===== src/verilog/cfe_regs.svh =====
// constants of the fetch/execute timing core
`ifndef CFE_REGS_SVH
`define CFE_REGS_SVH
`define CFE_PHASES        4
`define CFE_OSC_MHZ       40
`define CFE_REF_OSC_MHZ   10
`define CFE_REF_INSTR_NS  400
`define CFE_INSTR_NS      (`CFE_PHASES * 1000 / `CFE_OSC_MHZ)
`define CFE_NOP_WORD      14'h0000
`define CFE_ADDR_INDIRECT 7'h00
`define CFE_ADDR_PCL      7'h02
`define CFE_ADDR_STATUS   7'h03
`define CFE_ADDR_FSR      7'h04
`define CFE_STATUS_C      0
`define CFE_STATUS_HC     1
`define CFE_STATUS_Z      2
`define CFE_W_RESET       8'h00
`define CFE_STATUS_RESET  8'h00
`define CFE_FSR_RESET     8'h00
`endif


===== src/verilog/cfe_pkg.sv =====
// types of the fetch/execute timing core
`default_nettype none
package cfe_pkg;
	typedef enum logic [1:0] {
		CFE_PH_ONE   = 2'b00,
		CFE_PH_TWO   = 2'b01,
		CFE_PH_THREE = 2'b10,
		CFE_PH_FOUR  = 2'b11
	} cfe_phase_e;
	typedef enum logic [2:0] {
		CFE_OSC_LOW_POWER_XTAL = 3'b000,
		CFE_OSC_STANDARD_XTAL  = 3'b001,
		CFE_OSC_FAST_XTAL      = 3'b010,
		CFE_OSC_INTERNAL_RC    = 3'b100,
		CFE_OSC_EXTERNAL_RC    = 3'b101
	} cfe_osc_e;
	typedef enum logic [3:0] {
		CFE_ALU_ADD   = 4'h0,
		CFE_ALU_SUB   = 4'h1,
		CFE_ALU_AND   = 4'h2,
		CFE_ALU_OR    = 4'h3,
		CFE_ALU_XOR   = 4'h4,
		CFE_ALU_PASSA = 4'h5,
		CFE_ALU_PASSB = 4'h6,
		CFE_ALU_INC   = 4'h7,
		CFE_ALU_DEC   = 4'h8,
		CFE_ALU_COM   = 4'h9,
		CFE_ALU_RL    = 4'ha,
		CFE_ALU_RR    = 4'hb,
		CFE_ALU_CLR   = 4'hc
	} cfe_alu_op_e;
	typedef struct packed {
		cfe_alu_op_e op;
		logic        lit;
		logic        to_file;
		logic        to_w;
		logic [2:0]  flags;
		logic        branch;
		logic        file_rd;
	} cfe_dec_s;
endpackage
`default_nettype wire


===== src/verilog/cfe_alu_if.sv =====
// carrier between the core sequencer and its arithmetic unit
`timescale 1ns/100ps
`default_nettype none
interface cfe_alu_if;
	logic [7:0]          a;
	logic [7:0]          b;
	cfe_pkg::cfe_alu_op_e op;
	logic                c_in;
	logic [7:0]          y;
	logic                c;
	logic                hc;
	logic                z;
	modport core (output a, output b, output op, output c_in,
	              input y, input c, input hc, input z);
	modport alu  (input a, input b, input op, input c_in,
	              output y, output c, output hc, output z);
endinterface
`default_nettype wire


===== src/verilog/cfe_alu.sv =====
// 8-bit arithmetic unit of the core
`timescale 1ns/100ps
`default_nettype none
module cfe_alu (
	// operands and result
	cfe_alu_if.alu bus
);
	logic [8:0] sum;
	logic [4:0] nib;

	always_comb begin
		sum = 9'h000;
		nib = 5'h00;
		bus.y = 8'h00;
		bus.c = bus.c_in;
		bus.hc = 1'b0;
		unique case (bus.op)
			cfe_pkg::CFE_ALU_ADD: begin
				sum = {1'b0, bus.b} + {1'b0, bus.a};
				nib = {1'b0, bus.b[3:0]} + {1'b0, bus.a[3:0]};
				bus.y = sum[7:0];
				bus.c = sum[8];
				bus.hc = nib[4];
			end
			// carry is the inverted borrow: set when nothing was borrowed
			cfe_pkg::CFE_ALU_SUB: begin
				sum = {1'b0, bus.b} + {1'b0, ~bus.a} + 9'h001;
				nib = {1'b0, bus.b[3:0]} + {1'b0, ~bus.a[3:0]} + 5'h01;
				bus.y = sum[7:0];
				bus.c = sum[8];
				bus.hc = nib[4];
			end
			cfe_pkg::CFE_ALU_AND:   bus.y = bus.a & bus.b;
			cfe_pkg::CFE_ALU_OR:    bus.y = bus.a | bus.b;
			cfe_pkg::CFE_ALU_XOR:   bus.y = bus.a ^ bus.b;
			cfe_pkg::CFE_ALU_PASSA: bus.y = bus.a;
			cfe_pkg::CFE_ALU_PASSB: bus.y = bus.b;
			cfe_pkg::CFE_ALU_INC:   bus.y = bus.b + 8'h01;
			cfe_pkg::CFE_ALU_DEC:   bus.y = bus.b - 8'h01;
			cfe_pkg::CFE_ALU_COM:   bus.y = ~bus.b;
			cfe_pkg::CFE_ALU_RL: begin
				bus.y = {bus.b[6:0], bus.c_in};
				bus.c = bus.b[7];
			end
			cfe_pkg::CFE_ALU_RR: begin
				bus.y = {bus.c_in, bus.b[7:1]};
				bus.c = bus.b[0];
			end
			cfe_pkg::CFE_ALU_CLR:   bus.y = 8'h00;
			default:                bus.y = 8'h00;
		endcase
		bus.z = (bus.y == 8'h00);
	end
endmodule // cfe_alu
`default_nettype wire


===== src/verilog/cfe_core.sv =====
// four-phase fetch/execute sequencer with two-stage pipeline
`timescale 1ns/100ps
`default_nettype none
`include "cfe_regs.svh"

////////////////////////////////////////////////////////////////////////////////
module cfe_core #(
	parameter int PC_W = 13
) (
	// clock and reset
	input  wire logic              core_clk,
	input  wire logic              reset_n,
	// master clear and oscillator options
	input  wire logic              master_clear_n,
	input  wire logic              clear_pin_enable,
	input  wire cfe_pkg::cfe_osc_e osc_mode,
	input  wire logic              cycle_clock_enable,
	// phase clocks
	output logic                   phase_one,
	output logic                   phase_two,
	output logic                   phase_three,
	output logic                   phase_four,
	// program memory
	output logic [PC_W-1:0]        prog_addr,
	input  wire logic [13:0]       prog_data,
	// data memory
	output logic [6:0]             data_addr,
	output logic                   data_rd_en,
	input  wire logic [7:0]        data_rdata,
	output logic                   data_wr_en,
	output logic [7:0]             data_wdata,
	// core state
	output logic [PC_W-1:0]        prog_counter,
	output logic [13:0]            instruction_latch,
	output logic [7:0]             accumulator,
	output logic [7:0]             status,
	// oscillator pins
	output logic                   cycle_clock_out,
	output logic                   cycle_clock_out_oe,
	output logic                   osc_output_pin_xtal,
	output logic                   osc_input_pin_io
);
	localparam int INSTR_NS = `CFE_INSTR_NS;

	////////////////////////////////////////////////////////////////////////////
	// elaboration checks
	generate
		if (PC_W < 12 || PC_W > 16) begin : g_bad_pc
			$error("PC_W must be between 12 and 16");
		end
		if (`CFE_REF_INSTR_NS != `CFE_PHASES * 1000 / `CFE_REF_OSC_MHZ
		    || INSTR_NS * `CFE_OSC_MHZ != `CFE_PHASES * 1000) begin : g_bad_time
			$error("instruction cycle must span four oscillator periods");
		end
	endgenerate

	////////////////////////////////////////////////////////////////////////////
	// decode
	function automatic cfe_pkg::cfe_dec_s decode(input logic [13:0] ir);
		cfe_pkg::cfe_dec_s d;
		d = '{op: cfe_pkg::CFE_ALU_PASSB, lit: 1'b0, to_file: 1'b0, to_w: 1'b0,
		      flags: 3'b000, branch: 1'b0, file_rd: 1'b0};
		unique case (ir[13:12])
			// file operations: destination bit picks file or accumulator
			2'b00: begin
				d.file_rd = 1'b1;
				d.to_file = ir[7];
				d.to_w = ~ir[7];
				d.flags = 3'b100;
				unique case (ir[11:8])
					4'h0: begin
						d.op = cfe_pkg::CFE_ALU_PASSA;
						d.to_w = 1'b0;
						d.flags = 3'b000;
						d.file_rd = ir[7];
						d.to_file = ir[7];
					end
					4'h1: d.op = cfe_pkg::CFE_ALU_CLR;
					4'h2: begin
						d.op = cfe_pkg::CFE_ALU_SUB;
						d.flags = 3'b111;
					end
					4'h3: d.op = cfe_pkg::CFE_ALU_DEC;
					4'h4: d.op = cfe_pkg::CFE_ALU_OR;
					4'h5: d.op = cfe_pkg::CFE_ALU_AND;
					4'h6: d.op = cfe_pkg::CFE_ALU_XOR;
					4'h7: begin
						d.op = cfe_pkg::CFE_ALU_ADD;
						d.flags = 3'b111;
					end
					4'h8: d.op = cfe_pkg::CFE_ALU_PASSB;
					4'h9: d.op = cfe_pkg::CFE_ALU_COM;
					4'ha: d.op = cfe_pkg::CFE_ALU_INC;
					4'hc: begin
						d.op = cfe_pkg::CFE_ALU_RR;
						d.flags = 3'b001;
					end
					4'hd: begin
						d.op = cfe_pkg::CFE_ALU_RL;
						d.flags = 3'b001;
					end
					// skip and swap forms are not carried: they still strobe a file read but write nothing
					default: begin
						d.to_file = 1'b0;
						d.to_w = 1'b0;
						d.flags = 3'b000;
					end
				endcase
			end
			2'b01: d.file_rd = 1'b0;
			2'b10: d.branch = 1'b1;
			// literal operations land in the accumulator, except forms 01xx and 1011 of bits 11:8
			2'b11: begin
				d.lit = 1'b1;
				d.to_w = 1'b1;
				d.flags = 3'b100;
				casez (ir[11:8])
					4'b00??: begin
						d.op = cfe_pkg::CFE_ALU_PASSB;
						d.flags = 3'b000;
					end
					4'b1000: d.op = cfe_pkg::CFE_ALU_OR;
					4'b1001: d.op = cfe_pkg::CFE_ALU_AND;
					4'b1010: d.op = cfe_pkg::CFE_ALU_XOR;
					4'b110?: begin
						d.op = cfe_pkg::CFE_ALU_SUB;
						d.flags = 3'b111;
					end
					4'b111?: begin
						d.op = cfe_pkg::CFE_ALU_ADD;
						d.flags = 3'b111;
					end
					default: begin
						d.to_w = 1'b0;
						d.flags = 3'b000;
					end
				endcase
			end
		endcase
		return d;
	endfunction

	function automatic logic is_internal(input logic [6:0] a);
		return a == `CFE_ADDR_PCL || a == `CFE_ADDR_STATUS || a == `CFE_ADDR_FSR;
	endfunction

	////////////////////////////////////////////////////////////////////////////
	// state
	cfe_pkg::cfe_phase_e ph_q;
	cfe_pkg::cfe_phase_e ph_d;
	logic [3:0]          phase_oh_q;
	logic [PC_W-1:0]     pc_q;
	logic [PC_W-1:0]     prog_addr_q;
	logic [13:0]         fetch_ir_q;
	logic [13:0]         exec_ir_q;
	logic                flush_q;
	logic [6:0]          ea_q;
	logic                rd_en_q;
	logic                wr_en_q;
	logic [7:0]          wdata_q;
	logic [7:0]          opnd_q;
	logic [7:0]          res_q;
	logic [2:0]          flag_val_q;
	logic [7:0]          w_q;
	logic [7:0]          status_q;
	logic [7:0]          fsr_q;
	logic                clk_out_q;
	logic                clk_oe_q;
	logic                xtal_q;
	logic                in_io_q;
	logic                clear_now;
	logic [13:0]         ir_nx;
	logic [6:0]          ea_nx;
	cfe_pkg::cfe_dec_s   dec_nx;
	cfe_pkg::cfe_dec_s   dec_x;
	logic                take_branch;
	logic [PC_W-1:0]     target;
	logic                rc_mode;

	cfe_alu_if alu_bus ();

	cfe_alu u_alu (
		.bus (alu_bus)
	);

	// synchronous so a glitch on the shared pin cannot tear a phase apart
	assign clear_now = clear_pin_enable & ~master_clear_n;

	// the slot after a branch is replaced so nothing it encodes takes effect
	assign ir_nx = flush_q ? `CFE_NOP_WORD : fetch_ir_q;
	assign dec_nx = decode(ir_nx);
	assign dec_x = decode(exec_ir_q);
	assign ea_nx = (ir_nx[6:0] == `CFE_ADDR_INDIRECT) ? fsr_q[6:0] : ir_nx[6:0];

	// accumulator is only ever an operand, never a data address
	assign alu_bus.a = w_q;
	assign alu_bus.b = opnd_q;
	assign alu_bus.op = dec_x.op;
	assign alu_bus.c_in = status_q[`CFE_STATUS_C];

	assign take_branch = dec_x.branch | (dec_x.to_file & ea_q == `CFE_ADDR_PCL);
	assign target = dec_x.branch ? {pc_q[PC_W-1:11], exec_ir_q[10:0]}
	                             : {pc_q[PC_W-1:8], res_q};
	assign rc_mode = osc_mode == cfe_pkg::CFE_OSC_EXTERNAL_RC
	              || osc_mode == cfe_pkg::CFE_OSC_INTERNAL_RC;

	////////////////////////////////////////////////////////////////////////////
	// phase generator
	always_comb begin
		unique case (ph_q)
			cfe_pkg::CFE_PH_ONE:   ph_d = cfe_pkg::CFE_PH_TWO;
			cfe_pkg::CFE_PH_TWO:   ph_d = cfe_pkg::CFE_PH_THREE;
			cfe_pkg::CFE_PH_THREE: ph_d = cfe_pkg::CFE_PH_FOUR;
			cfe_pkg::CFE_PH_FOUR:  ph_d = cfe_pkg::CFE_PH_ONE;
		endcase
		if (clear_now) begin
			ph_d = cfe_pkg::CFE_PH_ONE;
		end
	end

	always_ff @(posedge core_clk or negedge reset_n) begin
		if (!reset_n) begin
			ph_q <= cfe_pkg::CFE_PH_ONE;
			phase_oh_q <= 4'h1;
		end else begin
			ph_q <= ph_d;
			phase_oh_q <= 4'h1 << ph_d;
		end
	end

	////////////////////////////////////////////////////////////////////////////
	// fetch and program counter
	always_ff @(posedge core_clk or negedge reset_n) begin
		if (!reset_n) begin
			pc_q <= '0;
			prog_addr_q <= '0;
			fetch_ir_q <= `CFE_NOP_WORD;
			exec_ir_q <= `CFE_NOP_WORD;
			flush_q <= 1'b0;
		end else if (clear_now) begin
			pc_q <= '0;
			prog_addr_q <= '0;
			fetch_ir_q <= `CFE_NOP_WORD;
			exec_ir_q <= `CFE_NOP_WORD;
			flush_q <= 1'b0;
		end else begin
			unique case (ph_q)
				cfe_pkg::CFE_PH_ONE: begin
					prog_addr_q <= pc_q;
					pc_q <= pc_q + 1'b1;
					exec_ir_q <= ir_nx;
					flush_q <= 1'b0;
				end
				cfe_pkg::CFE_PH_FOUR: begin
					fetch_ir_q <= prog_data;
					if (take_branch) begin
						pc_q <= target;
						flush_q <= 1'b1;
					end
				end
				default: begin
					flush_q <= flush_q;
				end
			endcase
		end
	end

	////////////////////////////////////////////////////////////////////////////
	// data memory access
	always_ff @(posedge core_clk or negedge reset_n) begin
		if (!reset_n) begin
			ea_q <= 7'h00;
			rd_en_q <= 1'b0;
			wr_en_q <= 1'b0;
			wdata_q <= 8'h00;
			opnd_q <= 8'h00;
		end else if (clear_now) begin
			rd_en_q <= 1'b0;
			wr_en_q <= 1'b0;
		end else begin
			unique case (ph_q)
				cfe_pkg::CFE_PH_ONE: begin
					ea_q <= ea_nx;
					rd_en_q <= dec_nx.file_rd & ~is_internal(ea_nx);
				end
				cfe_pkg::CFE_PH_TWO: begin
					rd_en_q <= 1'b0;
					if (dec_x.lit) begin
						opnd_q <= exec_ir_q[7:0];
					end else if (ea_q == `CFE_ADDR_PCL) begin
						opnd_q <= pc_q[7:0];
					end else if (ea_q == `CFE_ADDR_STATUS) begin
						opnd_q <= status_q;
					end else if (ea_q == `CFE_ADDR_FSR) begin
						opnd_q <= fsr_q;
					end else begin
						opnd_q <= data_rdata;
					end
				end
				cfe_pkg::CFE_PH_THREE: begin
					wr_en_q <= dec_x.to_file & ~is_internal(ea_q);
					wdata_q <= alu_bus.y;
				end
				cfe_pkg::CFE_PH_FOUR: begin
					wr_en_q <= 1'b0;
				end
			endcase
		end
	end

	////////////////////////////////////////////////////////////////////////////
	// execute and write back
	always_ff @(posedge core_clk or negedge reset_n) begin
		if (!reset_n) begin
			res_q <= 8'h00;
			flag_val_q <= 3'b000;
			w_q <= `CFE_W_RESET;
			status_q <= `CFE_STATUS_RESET;
			fsr_q <= `CFE_FSR_RESET;
		end else if (clear_now) begin
			w_q <= `CFE_W_RESET;
			status_q <= `CFE_STATUS_RESET;
			fsr_q <= `CFE_FSR_RESET;
		end else if (ph_q == cfe_pkg::CFE_PH_THREE) begin
			res_q <= alu_bus.y;
			flag_val_q <= {alu_bus.z, alu_bus.hc, alu_bus.c};
		end else if (ph_q == cfe_pkg::CFE_PH_FOUR) begin
			if (dec_x.to_w) begin
				w_q <= res_q;
			end
			if (dec_x.to_file && ea_q == `CFE_ADDR_FSR) begin
				fsr_q <= res_q;
			end
			// flags of the operation win over a plain store to the same bits
			for (int i = 0; i < 8; i++) begin
				if (i < 3 && dec_x.flags[i]) begin
					status_q[i] <= flag_val_q[i];
				end else if (dec_x.to_file && ea_q == `CFE_ADDR_STATUS) begin
					status_q[i] <= res_q[i];
				end
			end
		end
	end

	////////////////////////////////////////////////////////////////////////////
	// oscillator pin options
	always_ff @(posedge core_clk or negedge reset_n) begin
		if (!reset_n) begin
			clk_out_q <= 1'b0;
			clk_oe_q <= 1'b0;
			xtal_q <= 1'b0;
			in_io_q <= 1'b0;
		end else begin
			// high in phases one and two, one period per instruction cycle
			clk_oe_q <= rc_mode & cycle_clock_enable;
			clk_out_q <= rc_mode & cycle_clock_enable
			           & (ph_d == cfe_pkg::CFE_PH_ONE || ph_d == cfe_pkg::CFE_PH_TWO);
			xtal_q <= ~rc_mode;
			in_io_q <= osc_mode == cfe_pkg::CFE_OSC_INTERNAL_RC;
		end
	end

	////////////////////////////////////////////////////////////////////////////
	// outputs
	assign phase_one = phase_oh_q[0];
	assign phase_two = phase_oh_q[1];
	assign phase_three = phase_oh_q[2];
	assign phase_four = phase_oh_q[3];
	assign prog_addr = prog_addr_q;
	assign data_addr = ea_q;
	assign data_rd_en = rd_en_q;
	assign data_wr_en = wr_en_q;
	assign data_wdata = wdata_q;
	assign prog_counter = pc_q;
	assign instruction_latch = fetch_ir_q;
	assign accumulator = w_q;
	assign status = status_q;
	assign cycle_clock_out = clk_out_q;
	assign cycle_clock_out_oe = clk_oe_q;
	assign osc_output_pin_xtal = xtal_q;
	assign osc_input_pin_io = in_io_q;
endmodule // cfe_core
`default_nettype wire


===== config.mk =====
export PLATFORM = sky130hd
export DESIGN_NAME = cfe_core
export DESIGN_NICKNAME = d
export VERILOG_FILES = /design/src/verilog/cfe_pkg.sv /design/src/verilog/cfe_alu_if.sv /design/src/verilog/cfe_alu.sv /design/src/verilog/cfe_core.sv
export VERILOG_INCLUDE_DIRS = /design/src /design/src/verilog
export SDC_FILE = /design/constraint.sdc
export NUM_CORES = 1
export LEC_CHECK = 0
export CAP_MARGIN = 20
export CORE_AREA = 2 2 134 136
export DETAILED_ROUTE_END_ITERATION = 8
export DIE_AREA = 0 0 136 138
export DONT_BUFFER_PORTS = 1
export SKIP_CTS_REPAIR_TIMING = 1
export SYNTH_ARGS = -nofsm -noshare
export SYNTH_HDL_FRONTEND = slang
export SYNTH_SLANG_ARGS = --single-unit
export TNS_END_PERCENT = 1

===== constraint.sdc =====
create_clock -name core_clk -period 4.2 [get_ports core_clk]
set_input_delay 0.42 -clock core_clk [delete_from_list [all_inputs] [get_ports core_clk]]
set_output_delay 0.42 -clock core_clk [all_outputs]
set_load 0.005 [all_outputs]

==> out/qor.txt <==
Drt pass-1 iters: 5
Synth area leader: dfrtp_1
Worst VDD drop: 0.0004329 V
Syn nets: 946
Max-slew headroom at the worst pin: 29.75%
Hold WC Path Type: input pin to asynchronous set/reset pin
Crit-path max FO: 8
Post-synthesis cell area: 7627 sq um
Post-route ant nets: 0
Worst path arrival time: 4.18 ns
Clk buf depth: 2
Worst hold slack: -0.05196 ns
Worst-Margin Slew: 1.047 ns
Drt total wl: 24070 um
WS Path Type: flip-flop to flip-flop
Clk_skew: 0.01247 ns
CP delay by family, top: simple AND/OR/NAND/NOR gates
Die width: 136 um
Leading post-synthesis cells by cell area: dfrtp_1 38%, mux2i_1 7.2%, ha_1 6.2%, nor2_1 4.8%, o21ai_0 4.5%
# nets final: 942
Fraction of registers with async set/reset: 100.0%
IO Pins: 111
DPL Wire Length: 17480 um
Failing checks: negative hold slack
Starting DRT DRC Count: 558
H-tree Lvls: 4
CP required: 4.51 ns
Core area: 17530 sq um
Total GRT Usage: 26.51%
Ant diodes: 0
Buffer and inverter count on the worst path: 3
Final hold violations: 46
Status: finished, violations left
CP cell instances: inv_1, ha_1, buf_4, nand3b_1, a211o_1, and3_1, nand2_1, inv_2, fa_1, a21o_1, a21oi_1, xnor2_1, o22ai_1, nor4_2, nand3_1, or3_1, o41ai_2
CP Launch Type: flip-flop
Initial antenna violation count: 0
Total number of vias: 6697
CTS tree: done
CP max stage delay: 0.42 ns
Top FF cell, synth: dfrtp_1
Root Driver: clkbuf_16
Die H: 138 um
CP endpoint kind: flip-flop
First-pass GRT wire length: 38320 um
Rows: 49
Vias/cell: 6.017
Num CTS Buffers: 17
Max-Cap Viols: 0
Tcrit/Tclk final: 92.07%
GP Congestion: 0.9995
Remaining global-route overflow: 0
Max Clock Freq: 0.2586 GHz
Largest net degree at the start of global routing: 118
# fillers: 1682
RSZ-0062 raised after global routing: false
Pwr per Cell Area: 1007 nW/um^2
Post-synth EDFFs: 0
Starting Density: 43.50%
Layout cells sized above 1: 11.09%
Most frequent cell after synthesis: dfrtp_1
Final Max Slew Viols: 0
Fin Setup TNS: 0 ns
Seq cells post-synth: 117
Die area: 18770 sq um
Setup violators final: 0
Syn avg cell area: 8.717 sq um
Synth cell types: 67
Final worst path period need: 3.867 ns
Synth top cells by count: 116 x dfrtp_1, 98 x nor2_1, 78 x nand2_1, 68 x o21ai_0
Register area share after synthesis: 38.40%
P&R area growth vs syn: 12.63%
Cells after Synth: 875
LEAKAGE: 3.803 nW
Port bufs: 0
Synthesis warning total: 0
R2R Setup Slk: 0.33 ns
Clock-pin slew on the worst setup and hold paths: 0.06 ns
Number of global-route vias before repair: 6626
Post-synth top area share: 38.06%
Mean routed wirelength per cell: 21.63 um
Slowest CP cell: or3_1
CTS sink count: 117
DRC: 0
Clock latency on the worst-skew pair: 0.42 ns
[registers in the layout, summed over array words and instances (netlist names), 7 cells and up]
signal	flops
accumulator	8
alu_bus.b	8
data_addr	7
exec_ir_q	14
fsr_q	8
instruction_latch	14
prog_addr	13
prog_counter	13
res_q	8
status	8
[logic make-up after synthesis]
family | count (synthesis) | share of synthesized area, %
AND/OR/NAND/NOR | 304 | 18.91
XOR/XNOR | 14 | 1.608
adder cells (fa/ha/maj) | 41 | 7.021
AO/OA/AOI/OAI | 235 | 19.54
buffers and inverters | 93 | 4.888
multiplexers | 71 | 9.629
flip-flops | 117 | 38.40
[worst paths after layout]
kind	from	to	depth (start not counted)
max	exec_ir_q[13]	flag_val_q[2]	17
min	reset_n	accumulator[5]	1
max reg2reg	exec_ir_q[13]	flag_val_q[2]	17
min reg2reg	flag_val_q[1]	flag_val_q[1]	2
max in group asynchronous	reset_n	prog_addr[10]	1
min in group core_clk	osc_mode[0]	osc_input_pin_io	1
[per-stage QoR]
step	power [W]	setup slack, ns	cells	util [%]	cell area, sq um
2_1_floorplan	0.005473	0.4267	875	-	7627
3_3_place_gp	0.006961	0.2637	1080	45.20	7926
3_5_place_dp	0.006939	0.05115	1080	45.20	7926
4_1_cts	0.008520	0.01493	1112	48.73	8544
5_1_grt	0.009306	0.02579	1113	48.99	8591
6_report	0.008652	0.3330	1113	48.99	8591
[metal layers]
metal  share of wire, %  track usage (%)  routed length [um]
met3                7.2            5.574                1725
met1                 43            36.39               10430
met5                  0                0                   0
met2                 45            40.10               10870
met4                4.3            12.12                1039
[layout by cell type (no fill, tap or decap), types with 7 or more instances in the layout]
| cell | count |
|---|---|
| buf_4 | 27 |
| mux2i_1 | 55 |
| a31oi_1 | 14 |
| o21bai_1 | 9 |
| clkbuf_16 | 17 |
| nand3_1 | 31 |
| nor2b_1 | 20 |
| nor2_1 | 98 |
| dfrtp_1 | 116 |
| o211ai_1 | 8 |
| and3_1 | 12 |
| inv_1 | 41 |
| a21oi_1 | 55 |
| nor3_1 | 13 |
| nand2b_1 | 12 |
| nand4_1 | 7 |
| o32ai_1 | 7 |
| xnor2_1 | 9 |
| a22oi_1 | 9 |
| o21ai_0 | 66 |
| o22ai_1 | 12 |
| a211oi_1 | 9 |
| nand2_1 | 78 |
| ha_1 | 36 |
| mux2_2 | 15 |
[final cells by class]
class | count | area (sq um) | area share [%]
sequential | 117 | 2929 | 34.10
clock inverter | 15 | 192.7 | 2.243
clock buffer | 17 | 425.4 | 4.952
timing repair buffer | 28 | 230.2 | 2.680
inverter | 42 | 157.7 | 1.835
multi-input combinational | 665 | 4369 | 50.86
tap | 229 | 286.5 | 3.335
[report_power, final]
group / leakage [nW] / switching (W) / internal [W]
sequential: 1.53 / 0.000651 / 0.00155
clock: 0.295 / 0.000589 / 0.000949
combinational: 1.98 / 0.00306 / 0.00186
(Power assumes the default switching activity.)
